$ cat config.mk
export PLATFORM = sky130hd
export DESIGN_NAME = external_bus_interface_unit
export DESIGN_NICKNAME = d
export VERILOG_FILES = /design/src/ebiu_pkg.sv /design/src/pin_sync.sv /design/src/external_bus_interface_unit.sv
export SDC_FILE = /design/constraint.sdc
export NUM_CORES = 1
export LEC_CHECK = 0
export ABC_AREA = 1
export BUFFER_PORTS_ARGS = -buffer_cell sky130_fd_sc_hd__buf_2
export CAP_MARGIN = 10
export CORE_ASPECT_RATIO = 1.75
export CORE_MARGIN = 5
export CORE_UTILIZATION = 38
export CTS_BUF_LIST = sky130_fd_sc_hd__clkbuf_8 sky130_fd_sc_hd__clkbuf_16
export DETAILED_ROUTE_END_ITERATION = 10
export GPL_TIMING_DRIVEN = 0
export HOLD_SLACK_MARGIN = 0.06
export PLACE_DENSITY = 0.64
export SYNTH_ARGS = -nofsm -noshare
export SYNTH_HDL_FRONTEND = slang
export SYNTH_SLANG_ARGS = --single-unit
$ cat constraint.sdc
create_clock -name REF_CLK_I -period 5.1 [get_ports REF_CLK_I]
set_input_delay 0.765 -clock REF_CLK_I [delete_from_list [all_inputs] [get_ports REF_CLK_I]]
set_output_delay 0.765 -clock REF_CLK_I [all_outputs]
set_load 0.05 [all_outputs]
$ cat src/ebiu_pkg.sv
// Shared constants and state types for the external bus interface unit.
package ebiu_pkg;

    localparam int ADDR_W = 23;
    localparam int DATA_W = 16;
    localparam int BLOCK_W = 128;
    localparam int TAG_W = 20;
    localparam int SYNC_W = 46;

    // Transfer kinds requested by the core.
    localparam logic [1:0] KIND_SINGLE = 2'h0;
    localparam logic [1:0] KIND_WORD = 2'h1;
    localparam logic [1:0] KIND_LINE = 2'h2;
    localparam logic [1:0] KIND_RUN = 2'h3;

    // Beat counts of the single, word and line transfer kinds.
    localparam logic [3:0] BEATS_SINGLE = 4'h1;
    localparam logic [3:0] BEATS_WORD = 4'h2;
    localparam logic [3:0] BEATS_LINE = 4'h8;

    // Reset values of the pin-facing flip-flops.
    localparam logic RST_STROBE_N = 1'b1;
    localparam logic RST_RW = 1'b1;
    localparam logic RST_OE = 1'b1;

    // Reset value of the synchronised pin vector: active-low pins idle high.
    localparam logic [SYNC_W-1:0] SYNC_RST = {7'h7f, 39'h00_0000_0000};

    typedef enum logic [2:0] {
        B_IDLE = 3'h0,
        B_START = 3'h1,
        B_WAIT = 3'h3,
        B_TURN = 3'h2,
        B_HOLD_ENTER = 3'h6,
        B_HOLD = 3'h7,
        B_HOLD_EXIT = 3'h5
    } bus_state_e;

    typedef enum logic [1:0] {
        H_IDLE = 2'h0,
        H_FLUSH = 2'h1,
        H_FILL = 2'h3,
        H_SERVE = 2'h2
    } hold_state_e;

endpackage

$ cat src/pin_sync.sv
// Two-flop synchroniser for a vector of pin inputs.
`timescale 1ns/10ps
module pin_sync #(
    parameter int W = 1,
    parameter logic [W-1:0] RST_VAL = '0
) (
    input wire logic clk_i,
    input wire logic rst_i,
    input wire logic [W-1:0] d_i,
    output logic [W-1:0] q_o
);
    logic [W-1:0] meta_q;

    always_ff @(posedge clk_i) begin
        if (rst_i) begin
            meta_q <= RST_VAL;
            q_o <= RST_VAL;
        end else begin
            meta_q <= d_i;
            q_o <= meta_q;
        end
    end
endmodule

$ cat src/external_bus_interface_unit.sv
// External bus interface unit: core bus cycles, bursts, waits, hold and external DRAM access.
`timescale 1ns/10ps

module external_bus_interface_unit #(
    parameter int DRAM_IDX_W = 16
) (
    input wire logic REF_CLK_I,
    input wire logic RESET_I,
    // Core request port.
    input wire logic REQ_VALID_I,
    input wire logic [23:0] REQ_ADDR_I,
    input wire logic [1:0] REQ_KIND_I,
    input wire logic REQ_WRITE_I,
    input wire logic REQ_IO_I,
    input wire logic REQ_FETCH_I,
    input wire logic [1:0] REQ_LANES_I,
    input wire logic [31:0] REQ_WDATA_I,
    output logic REQ_READY_O,
    output logic RD_VALID_O,
    output logic [15:0] RD_DATA_O,
    output logic DONE_O,
    // External bus pins.
    input wire logic [22:0] ADDR_I,
    output logic [22:0] ADDR_O,
    output logic ADDR_OE_O,
    input wire logic [15:0] DATA_I,
    output logic [15:0] DATA_O,
    output logic DATA_OE_O,
    input wire logic SPACE_SELECT_I,
    output logic SPACE_SELECT_O,
    input wire logic UPPER_BYTE_STROBE_N_I,
    output logic UPPER_BYTE_STROBE_N_O,
    input wire logic LOWER_BYTE_STROBE_N_I,
    output logic LOWER_BYTE_STROBE_N_O,
    input wire logic RW_I,
    output logic RW_O,
    output logic CYCLE_TYPE_O,
    output logic CYCLE_START_STROBE_N_O,
    output logic BURST_N_O,
    output logic CTRL_OE_O,
    input wire logic CYCLE_COMPLETE_N_I,
    output logic CYCLE_COMPLETE_N_O,
    output logic CYCLE_COMPLETE_OE_O,
    input wire logic HOLD_REQUEST_N_I,
    output logic HOLD_ACKNOWLEDGE_N_O,
    input wire logic CHIP_SELECT_N_I,
    // On-chip DRAM block port.
    output logic DRAM_REQ_O,
    output logic DRAM_WE_O,
    output logic [DRAM_IDX_W-1:0] DRAM_ADDR_O,
    output logic [127:0] DRAM_WDATA_O,
    input wire logic [127:0] DRAM_RDATA_I,
    input wire logic DRAM_ACK_I
);
    initial begin
        if (DRAM_IDX_W < 1 || DRAM_IDX_W > ebiu_pkg::TAG_W) begin
            $error("DRAM_IDX_W must lie between 1 and the block tag width");
        end
    end

    ////////////////////////////////////////////////////////////////////////////////
    // Helpers.

    function automatic logic [22:0] beat_addr(input logic [22:0] base, input logic [3:0] beat);
        return {base[22:3], 3'(base[2:0] + beat[2:0])};
    endfunction

    function automatic logic [3:0] beats_for(input logic [1:0] kind, input logic [2:0] low);
        case (kind)
            ebiu_pkg::KIND_SINGLE: return ebiu_pkg::BEATS_SINGLE;
            ebiu_pkg::KIND_WORD: return ebiu_pkg::BEATS_WORD;
            ebiu_pkg::KIND_LINE: return ebiu_pkg::BEATS_LINE;
            default: return 4'(ebiu_pkg::BEATS_LINE - {1'b0, low});
        endcase
    endfunction

    // Halfword 0 sits at the lowest address, which is the most significant one.
    function automatic logic [6:0] hw_pos(input logic [2:0] idx);
        return {~idx, 4'h0};
    endfunction

    ////////////////////////////////////////////////////////////////////////////////
    // Pin synchronisation.

    logic [45:0] sync_q;
    logic hold_req_n_s, complete_n_s, cs_n_s, rw_s, sid_s, ub_n_s, lb_n_s;
    logic [22:0] addr_s;
    logic [15:0] data_s;

    pin_sync #(.W(ebiu_pkg::SYNC_W), .RST_VAL(ebiu_pkg::SYNC_RST)) u_sync (
        .clk_i(REF_CLK_I),
        .rst_i(RESET_I),
        .d_i({HOLD_REQUEST_N_I, CYCLE_COMPLETE_N_I, CHIP_SELECT_N_I, RW_I, UPPER_BYTE_STROBE_N_I,
              LOWER_BYTE_STROBE_N_I, SPACE_SELECT_I, ADDR_I, DATA_I}),
        .q_o(sync_q)
    );

    assign {hold_req_n_s, complete_n_s, cs_n_s, rw_s, ub_n_s, lb_n_s, sid_s, addr_s, data_s} = sync_q;

    ////////////////////////////////////////////////////////////////////////////////
    // Core-side bus cycles.

    ebiu_pkg::bus_state_e state_q;
    ebiu_pkg::hold_state_e h_state_q;
    logic [22:0] base_q;
    logic [3:0] beat_q, total_q;
    logic write_q, prev_read_q, dirty_q;
    logic [1:0] kind_q, lanes_q;
    logic [31:0] wdata_q;
    logic take_req, last_beat;
    logic [3:0] next_beat;

    assign take_req = state_q == ebiu_pkg::B_IDLE && REQ_READY_O && REQ_VALID_I && hold_req_n_s;
    assign last_beat = beat_q == 4'(total_q - 4'h1);
    assign next_beat = 4'(beat_q + 4'h1);

    always_ff @(posedge REF_CLK_I) begin
        if (RESET_I) begin
            state_q <= ebiu_pkg::B_IDLE;
        end else begin
            case (state_q)
                ebiu_pkg::B_IDLE: begin
                    if (!hold_req_n_s) begin
                        state_q <= ebiu_pkg::B_HOLD_ENTER;
                    end else if (take_req && REQ_WRITE_I && prev_read_q) begin
                        state_q <= ebiu_pkg::B_TURN;
                    end else if (take_req) begin
                        state_q <= ebiu_pkg::B_START;
                    end
                end
                ebiu_pkg::B_TURN: state_q <= ebiu_pkg::B_START;
                ebiu_pkg::B_START: state_q <= ebiu_pkg::B_WAIT;
                ebiu_pkg::B_WAIT: begin
                    if (!complete_n_s) begin
                        state_q <= last_beat ? ebiu_pkg::B_IDLE : ebiu_pkg::B_START;
                    end
                end
                ebiu_pkg::B_HOLD_ENTER: state_q <= ebiu_pkg::B_HOLD;
                ebiu_pkg::B_HOLD: begin
                    if (hold_req_n_s && cs_n_s && !dirty_q && h_state_q == ebiu_pkg::H_IDLE) begin
                        state_q <= ebiu_pkg::B_HOLD_EXIT;
                    end
                end
                default: state_q <= ebiu_pkg::B_IDLE;
            endcase
        end
    end

    // Transfer bookkeeping.
    always_ff @(posedge REF_CLK_I) begin
        if (RESET_I) begin
            base_q <= '0;
            beat_q <= '0;
            total_q <= ebiu_pkg::BEATS_SINGLE;
            write_q <= 1'b0;
            kind_q <= ebiu_pkg::KIND_SINGLE;
            lanes_q <= 2'h3;
            wdata_q <= '0;
            prev_read_q <= 1'b0;
        end else begin
            if (take_req) begin
                base_q <= REQ_ADDR_I[23:1];
                beat_q <= 4'h0;
                total_q <= beats_for(REQ_KIND_I, REQ_ADDR_I[3:1]);
                write_q <= REQ_WRITE_I;
                kind_q <= REQ_KIND_I;
                lanes_q <= REQ_KIND_I == ebiu_pkg::KIND_SINGLE ? REQ_LANES_I : 2'h3;
                wdata_q <= REQ_WDATA_I;
            end else if (state_q == ebiu_pkg::B_WAIT && !complete_n_s && !last_beat) begin
                beat_q <= next_beat;
            end
            // A quiet idle cycle already gives the bus its turnaround.
            if (state_q == ebiu_pkg::B_WAIT && !complete_n_s && last_beat) begin
                prev_read_q <= !write_q;
            end else if (state_q == ebiu_pkg::B_IDLE && !take_req) begin
                prev_read_q <= 1'b0;
            end
        end
    end

    ////////////////////////////////////////////////////////////////////////////////
    // Cycle pins driven for the core.

    logic begin_cycle;
    logic [3:0] cyc_beat;
    logic [22:0] cyc_addr;
    logic [15:0] cyc_data;

    assign begin_cycle = state_q == ebiu_pkg::B_TURN || (state_q == ebiu_pkg::B_IDLE && take_req && !
                         (REQ_WRITE_I && prev_read_q)) || (state_q == ebiu_pkg::B_WAIT && !complete_n_s
                         && !last_beat);
    assign cyc_beat = state_q == ebiu_pkg::B_WAIT ? next_beat : 4'h0;

    always_comb begin
        cyc_addr = beat_addr(base_q, cyc_beat);
        cyc_data = wdata_q[15:0];
        if (state_q == ebiu_pkg::B_IDLE) begin
            cyc_addr = REQ_ADDR_I[23:1];
            cyc_data = REQ_KIND_I == ebiu_pkg::KIND_WORD ? REQ_WDATA_I[31:16] : REQ_WDATA_I[15:0];
        end else if (kind_q == ebiu_pkg::KIND_WORD && cyc_beat == 4'h0) begin
            cyc_data = wdata_q[31:16];
        end
    end

    always_ff @(posedge REF_CLK_I) begin
        if (RESET_I) begin
            ADDR_O <= '0;
            SPACE_SELECT_O <= 1'b0;
            RW_O <= ebiu_pkg::RST_RW;
            CYCLE_TYPE_O <= 1'b1;
            UPPER_BYTE_STROBE_N_O <= ebiu_pkg::RST_STROBE_N;
            LOWER_BYTE_STROBE_N_O <= ebiu_pkg::RST_STROBE_N;
            CYCLE_START_STROBE_N_O <= ebiu_pkg::RST_STROBE_N;
            BURST_N_O <= ebiu_pkg::RST_STROBE_N;
        end else begin
            CYCLE_START_STROBE_N_O <= !begin_cycle;
            if (state_q == ebiu_pkg::B_IDLE && take_req) begin
                SPACE_SELECT_O <= REQ_IO_I;
                CYCLE_TYPE_O <= !REQ_FETCH_I;
                RW_O <= !REQ_WRITE_I;
                // Reads lower both strobes; single writes lower only written lanes.
                UPPER_BYTE_STROBE_N_O <= REQ_WRITE_I && REQ_KIND_I == ebiu_pkg::KIND_SINGLE && !REQ_LANES_I[1];
                LOWER_BYTE_STROBE_N_O <= REQ_WRITE_I && REQ_KIND_I == ebiu_pkg::KIND_SINGLE && !REQ_LANES_I[0];
            end
            if (begin_cycle) begin
                ADDR_O <= cyc_addr;
                BURST_N_O <= state_q == ebiu_pkg::B_IDLE ? REQ_KIND_I == ebiu_pkg::KIND_SINGLE
                             : (total_q == 4'h1 || cyc_beat == 4'(total_q - 4'h1));
            end else if (state_q == ebiu_pkg::B_WAIT && !complete_n_s && last_beat) begin
                BURST_N_O <= 1'b1;
            end
        end
    end

    // Output enables and core-facing answers.
    always_ff @(posedge REF_CLK_I) begin
        if (RESET_I) begin
            ADDR_OE_O <= ebiu_pkg::RST_OE;
            CTRL_OE_O <= ebiu_pkg::RST_OE;
            HOLD_ACKNOWLEDGE_N_O <= 1'b1;
            REQ_READY_O <= 1'b0;
            RD_VALID_O <= 1'b0;
            RD_DATA_O <= '0;
            DONE_O <= 1'b0;
        end else begin
            if (state_q == ebiu_pkg::B_IDLE && !hold_req_n_s) begin
                ADDR_OE_O <= 1'b0;
                CTRL_OE_O <= 1'b0;
            end else if (state_q == ebiu_pkg::B_HOLD_EXIT) begin
                ADDR_OE_O <= 1'b1;
                CTRL_OE_O <= 1'b1;
            end
            if (state_q == ebiu_pkg::B_HOLD_ENTER) begin
                HOLD_ACKNOWLEDGE_N_O <= 1'b0;
            end else if (state_q == ebiu_pkg::B_HOLD_EXIT) begin
                HOLD_ACKNOWLEDGE_N_O <= 1'b1;
            end
            REQ_READY_O <= state_q == ebiu_pkg::B_IDLE && !take_req && hold_req_n_s;
            RD_VALID_O <= state_q == ebiu_pkg::B_WAIT && !complete_n_s && !write_q;
            if (state_q == ebiu_pkg::B_WAIT && !complete_n_s) begin
                RD_DATA_O <= {lanes_q[1] ? data_s[15:8] : 8'h00, lanes_q[0] ? data_s[7:0] : 8'h00};
            end
            DONE_O <= state_q == ebiu_pkg::B_WAIT && !complete_n_s && last_beat;
        end
    end

    ////////////////////////////////////////////////////////////////////////////////
    // External master access to on-chip DRAM through the block buffer.

    localparam int TAG_W_L = ebiu_pkg::TAG_W;
    logic [127:0] blk_q;
    logic [TAG_W_L-1:0] tag_q, acc_tag;
    logic blk_valid_q, cs_prev_q, acc_rw_q, acc_ub_n_q, acc_lb_n_q;
    logic [22:0] acc_addr_q;
    logic take_acc, hit, serve;
    logic [6:0] pos;

    // A fresh access is a falling select or a new address under a held select.
    assign take_acc = state_q == ebiu_pkg::B_HOLD && h_state_q == ebiu_pkg::H_IDLE && !cs_n_s && !sid_s
                      && (cs_prev_q || addr_s != acc_addr_q);
    assign acc_tag = take_acc ? addr_s[22:3] : acc_addr_q[22:3];
    assign hit = blk_valid_q && tag_q == acc_tag;
    assign serve = (take_acc && hit) || h_state_q == ebiu_pkg::H_SERVE;
    assign pos = hw_pos(take_acc ? addr_s[2:0] : acc_addr_q[2:0]);

    always_ff @(posedge REF_CLK_I) begin
        if (RESET_I) begin
            h_state_q <= ebiu_pkg::H_IDLE;
        end else begin
            case (h_state_q)
                ebiu_pkg::H_IDLE: begin
                    if (take_acc && !hit) begin
                        h_state_q <= dirty_q ? ebiu_pkg::H_FLUSH : ebiu_pkg::H_FILL;
                    end else if (state_q == ebiu_pkg::B_HOLD && hold_req_n_s && cs_n_s && dirty_q) begin
                        h_state_q <= ebiu_pkg::H_FLUSH;
                    end
                end
                ebiu_pkg::H_FLUSH: begin
                    if (DRAM_ACK_I) begin
                        h_state_q <= cs_n_s ? ebiu_pkg::H_IDLE : ebiu_pkg::H_FILL;
                    end
                end
                ebiu_pkg::H_FILL: begin
                    if (DRAM_ACK_I) begin
                        h_state_q <= ebiu_pkg::H_SERVE;
                    end
                end
                default: h_state_q <= ebiu_pkg::H_IDLE;
            endcase
        end
    end

    always_ff @(posedge REF_CLK_I) begin
        if (RESET_I) begin
            blk_q <= '0;
            tag_q <= '0;
            blk_valid_q <= 1'b0;
            dirty_q <= 1'b0;
            cs_prev_q <= 1'b1;
            acc_addr_q <= '0;
            acc_rw_q <= 1'b1;
            acc_ub_n_q <= 1'b1;
            acc_lb_n_q <= 1'b1;
        end else begin
            cs_prev_q <= cs_n_s;
            if (take_acc) begin
                acc_addr_q <= addr_s;
                acc_rw_q <= rw_s;
                acc_ub_n_q <= ub_n_s;
                acc_lb_n_q <= lb_n_s;
            end
            if (h_state_q == ebiu_pkg::H_FLUSH && DRAM_ACK_I) begin
                dirty_q <= 1'b0;
            end
            if (h_state_q == ebiu_pkg::H_FILL && DRAM_ACK_I) begin
                blk_q <= DRAM_RDATA_I;
                tag_q <= acc_addr_q[22:3];
                blk_valid_q <= 1'b1;
            end else if (serve && !(take_acc ? rw_s : acc_rw_q)) begin
                // Only lanes whose strobe is low are merged.
                if (!(take_acc ? ub_n_s : acc_ub_n_q)) begin
                    blk_q[7'(pos + 7'h08) +: 8] <= data_s[15:8];
                end
                if (!(take_acc ? lb_n_s : acc_lb_n_q)) begin
                    blk_q[pos +: 8] <= data_s[7:0];
                end
                dirty_q <= 1'b1;
            end
            // The core may change DRAM after hold, so the copy is dropped.
            if (state_q == ebiu_pkg::B_HOLD_EXIT) begin
                blk_valid_q <= 1'b0;
            end
        end
    end

    // Data pins, hold-side completion pins and DRAM port.
    always_ff @(posedge REF_CLK_I) begin
        if (RESET_I) begin
            DATA_O <= '0;
            DATA_OE_O <= 1'b0;
            CYCLE_COMPLETE_N_O <= 1'b1;
            CYCLE_COMPLETE_OE_O <= 1'b0;
            DRAM_REQ_O <= 1'b0;
            DRAM_WE_O <= 1'b0;
            DRAM_ADDR_O <= '0;
            DRAM_WDATA_O <= '0;
        end else begin
            if (state_q == ebiu_pkg::B_HOLD) begin
                DATA_OE_O <= !cs_n_s && rw_s;
                if (serve) begin
                    DATA_O <= blk_q[pos +: 16];
                end
            end else begin
                if (begin_cycle) begin
                    DATA_O <= cyc_data;
                end
                DATA_OE_O <= begin_cycle ? (state_q == ebiu_pkg::B_IDLE ? REQ_WRITE_I : write_q)
                             : (DATA_OE_O && !(state_q == ebiu_pkg::B_WAIT && !complete_n_s && last_beat));
            end
            CYCLE_COMPLETE_OE_O <= state_q == ebiu_pkg::B_HOLD && !cs_n_s;
            CYCLE_COMPLETE_N_O <= !serve;
            DRAM_REQ_O <= (h_state_q == ebiu_pkg::H_IDLE && state_q == ebiu_pkg::B_HOLD
                          && ((take_acc && !hit) || (hold_req_n_s && cs_n_s && dirty_q)))
                          || ((h_state_q == ebiu_pkg::H_FLUSH || h_state_q == ebiu_pkg::H_FILL)
                          && !DRAM_ACK_I) || (h_state_q == ebiu_pkg::H_FLUSH && DRAM_ACK_I && !cs_n_s);
            if (h_state_q == ebiu_pkg::H_IDLE) begin
                DRAM_WE_O <= dirty_q;
                DRAM_ADDR_O <= DRAM_IDX_W'(dirty_q ? tag_q : acc_tag);
                DRAM_WDATA_O <= blk_q;
            end else if (h_state_q == ebiu_pkg::H_FLUSH && DRAM_ACK_I) begin
                DRAM_WE_O <= 1'b0;
                DRAM_ADDR_O <= DRAM_IDX_W'(acc_addr_q[22:3]);
            end
        end
    end
endmodule

==> out/qor.csv <==
metric;value;unit
end_kind;flip-flop;
worst_slack;31.8;ps
rsz0062_at_grt;no;
critPathRequiredTime;5630;ps
hold_class;input pin to flip-flop;
p_per_area;364;mW/mm^2
cts_setup_buffers;0;
p_clk_share;39.3;%
drcViolationCount;0;
worst-setup-path-type;flip-flop to flip-flop;
cts.reportedPaths.clkPinSlew;70;ps
dp.cells;4745;
gr-usage-met2;58.7;%
numCtsBuffers;52;
synth_edf_count;0;
arrival;5600;ps
hold_ws;311;ps
final_cell_area;0.0299;sq mm
dieWidth;203;um
finalSetupTns;0;ps
clockBufferDepth;3;
setup-violations-final;0;
fin_util;46.3;%
p_comb_share;17.2;%
clock_skew;27.1;ps
async_flop_share;0;%
peakVddDrop;0.284;mV
slew_headroom;18.4;%
synthTopCellsByCount;nor2_1 (761), dfxtp_1 (559), nand2_1 (499), o21ai_0 (375), inv_1 (247);
final_cells;4840;
hold_buffers;0;
tightest_slew;1220;ps
placed_area;0.0280;sq mm
start_util;38.3;%
crit_buf_inv;5;
grt_pass1_wl;174000;um
yosys_warnings;0;
yosys.area.top_type_share;45.3;%
swShare;31.2;%
p_sw;3.39;mW
syn_to_final_growth;20.9;%
grt_pass1_vias;25700;
drtAntennaViolNets;0;
grt_max_degree;16;
ys_types;47;
final_nets;4241;
layout-drive-gt1-share;16.0;%
overflow;0;
synth.most_common_cell;nor2_1;
fin_crit;5070;ps
ys_seq_elements;559;
slew_violations;0;
use_met3;5.10;%
critPathTopFamily;compound AO/OA/AOI/OAI gates;
clock.fmax;197;MHz
vias;26300;
syn-cell-area;0.0247;sq mm
place_hpwl;101000;um
drt_iter0_drc;2099;
crit_chain;buf_2, inv_2, nand2_4, nor4_4, nand2_2, o21ai_1, buf_2, inv_2, clkbuf_1, o21ai_0, o221ai_1, o211ai_1, nand2_1, nor2_1, nor2_1;
dieHeight;347;um
ys_top_cells_by_area;dfxtp_1 (45%), nor2_1 (12%), o21ai_0 (7.6%);
synth_ff_type;dfxtp_1;
portBuffers;456;
die_area;0.0705;sq mm
critPathLaunchType;flip-flop;
clock-sinks;559;
avgViaCountPerCell;5.44;
synthCells;3477;
max_stage_delay;760;ps
wirelength;124000;um
placeableCoreArea;0.0645;sq mm
syn_nets;3731;
place_congestion;1.09;
drv_cap;0;
dpl_worst_slack;-335;ps
path_max_fanout;10;
internal-power;7.49;mW
cts_tree;built;
seqPwrFrac;43.5;%
drt_pass1_iterations;6;
post_drt_wl_per_cell;25.7;um
antenna_found_initial;2;
cts_max_level;2;
hold_viol;0;
power_leakage;13.4;nW
status;finished, final reports clean;
postSynthAreaPerCell;7.11;sq um
cts_root_buf;clkbuf_16;
grt-busiest-layer;met2;
row_count;123;
grtUsageMet1;36.4;%
synth.largest_area_cell;dfxtp_1;
clk_latency;650;ps
power;10.9;mW
ios;458;
seq_area_frac_synth;45.3;%
grt.total_usage;33.6;%
critPathSlowestCell;o21ai_0;
fin_crit_sh;99.4;%
==> sequential cells by signal, summed over array words and instances (netlist names), 20 cells and up <==
register and flops:
wdata_q 32, ADDR_O 23, u_sync.q_o 46, acc_addr_q 23, tag_q 20, u_sync.meta_q 46
DRAM_WDATA_O 128, blk_q 128, base_q 23
==> area by class of cell <==
cell class,count,area [sq um]
Tap cell,812,1020
Clock buffer,63,1480
Timing Repair Buffer,456,2280
Antenna cell,3,7.51
Multi-Input combinational cell,2419,11400
Inverter,258,968
Clock inverter,29,353
Sequential cell,559,11200
Fill cell,6995,34600
Buffer,241,1150
==> layout by cell type, fill, tap and decap left out, types with 8 or more instances in the layout <==
master,Yosys,layout
nor3_1,35,35
dfxtp_1,559,559
buf_6,27,27
clkbuf_2,0,8
o21ai_0,375,374
a211oi_1,9,9
or2_2,17,17
o21ai_1,17,14
clkinv_2,0,8
buf_2,21,477
ha_1,12,12
clkbuf_8,0,9
clkbuf_1,170,163
nor2_1,761,758
a22oi_1,72,72
nand3_1,228,228
buf_1,21,20
a32oi_1,48,48
o221ai_1,16,16
a311oi_1,9,9
xor2_1,9,9
inv_1,247,252
a21oi_1,199,199
o22ai_1,35,35
nand2_1,499,499
clkbuf_16,0,54
a31oi_1,25,25
o211ai_1,13,13
==> worst paths after layout <==
check	startpoint	end	slack, ps	cells past startpoint
worst max-delay path	h_state_q[0]	DATA_O[4]	30	15
worst min register to register	u_sync.meta_q[32]	u_sync.q_o[32]	400	2
worst min-delay path	CYCLE_COMPLETE_N_I	u_sync.meta_q[44]	310	2
worst max register to register	h_state_q[0]	DATA_O[4]	30	15
==> routing by layer <==
layer  vias up  part of all wire, %
met4         0                  9.3
met3       325                  6.3
met2      1143                   48
met5         -                    0
li1      12600                    -
met1     12300                   36
==> power by group through the flow <==
stage	logic (mW)	clock network, mW	registers (mW)
6_report	1.87	4.27	4.73
5_1_grt	2.02	4.47	4.76
4_1_cts	1.87	4.30	4.73
3_5_place_dp	1.87	0	4.83
3_3_place_gp	1.86	0	4.82
2_1_floorplan	0.778	0	5.24
==> worst reg2reg max path: cells and delay by family, from the launching register on <==
family	cells	cell delay (ps)
compound gates	4	2250
simple gates	6	1240
buf+inv	5	1180
flops	1	300
==> cell families after synthesis <==
logic type,count (synthesis),synth area share [%]
AOI/OAI and AO/OA,838,19.6
xor gates and xnor gates,13,0.461
adders and majority gates,13,0.688
buffers and inverters,499,8.53
DFF,559,45.3
muxes,1,0.0405
and+or+nand+nor,1554,25.4
==> what timing repair did <==
action                                 in CTS  in global routing
setup endpoints to repair                  35                 86
gates resized for setup                     6                 17
endpoints found under the hold margin       0                  0
Power figures use the tool's default switching activity.
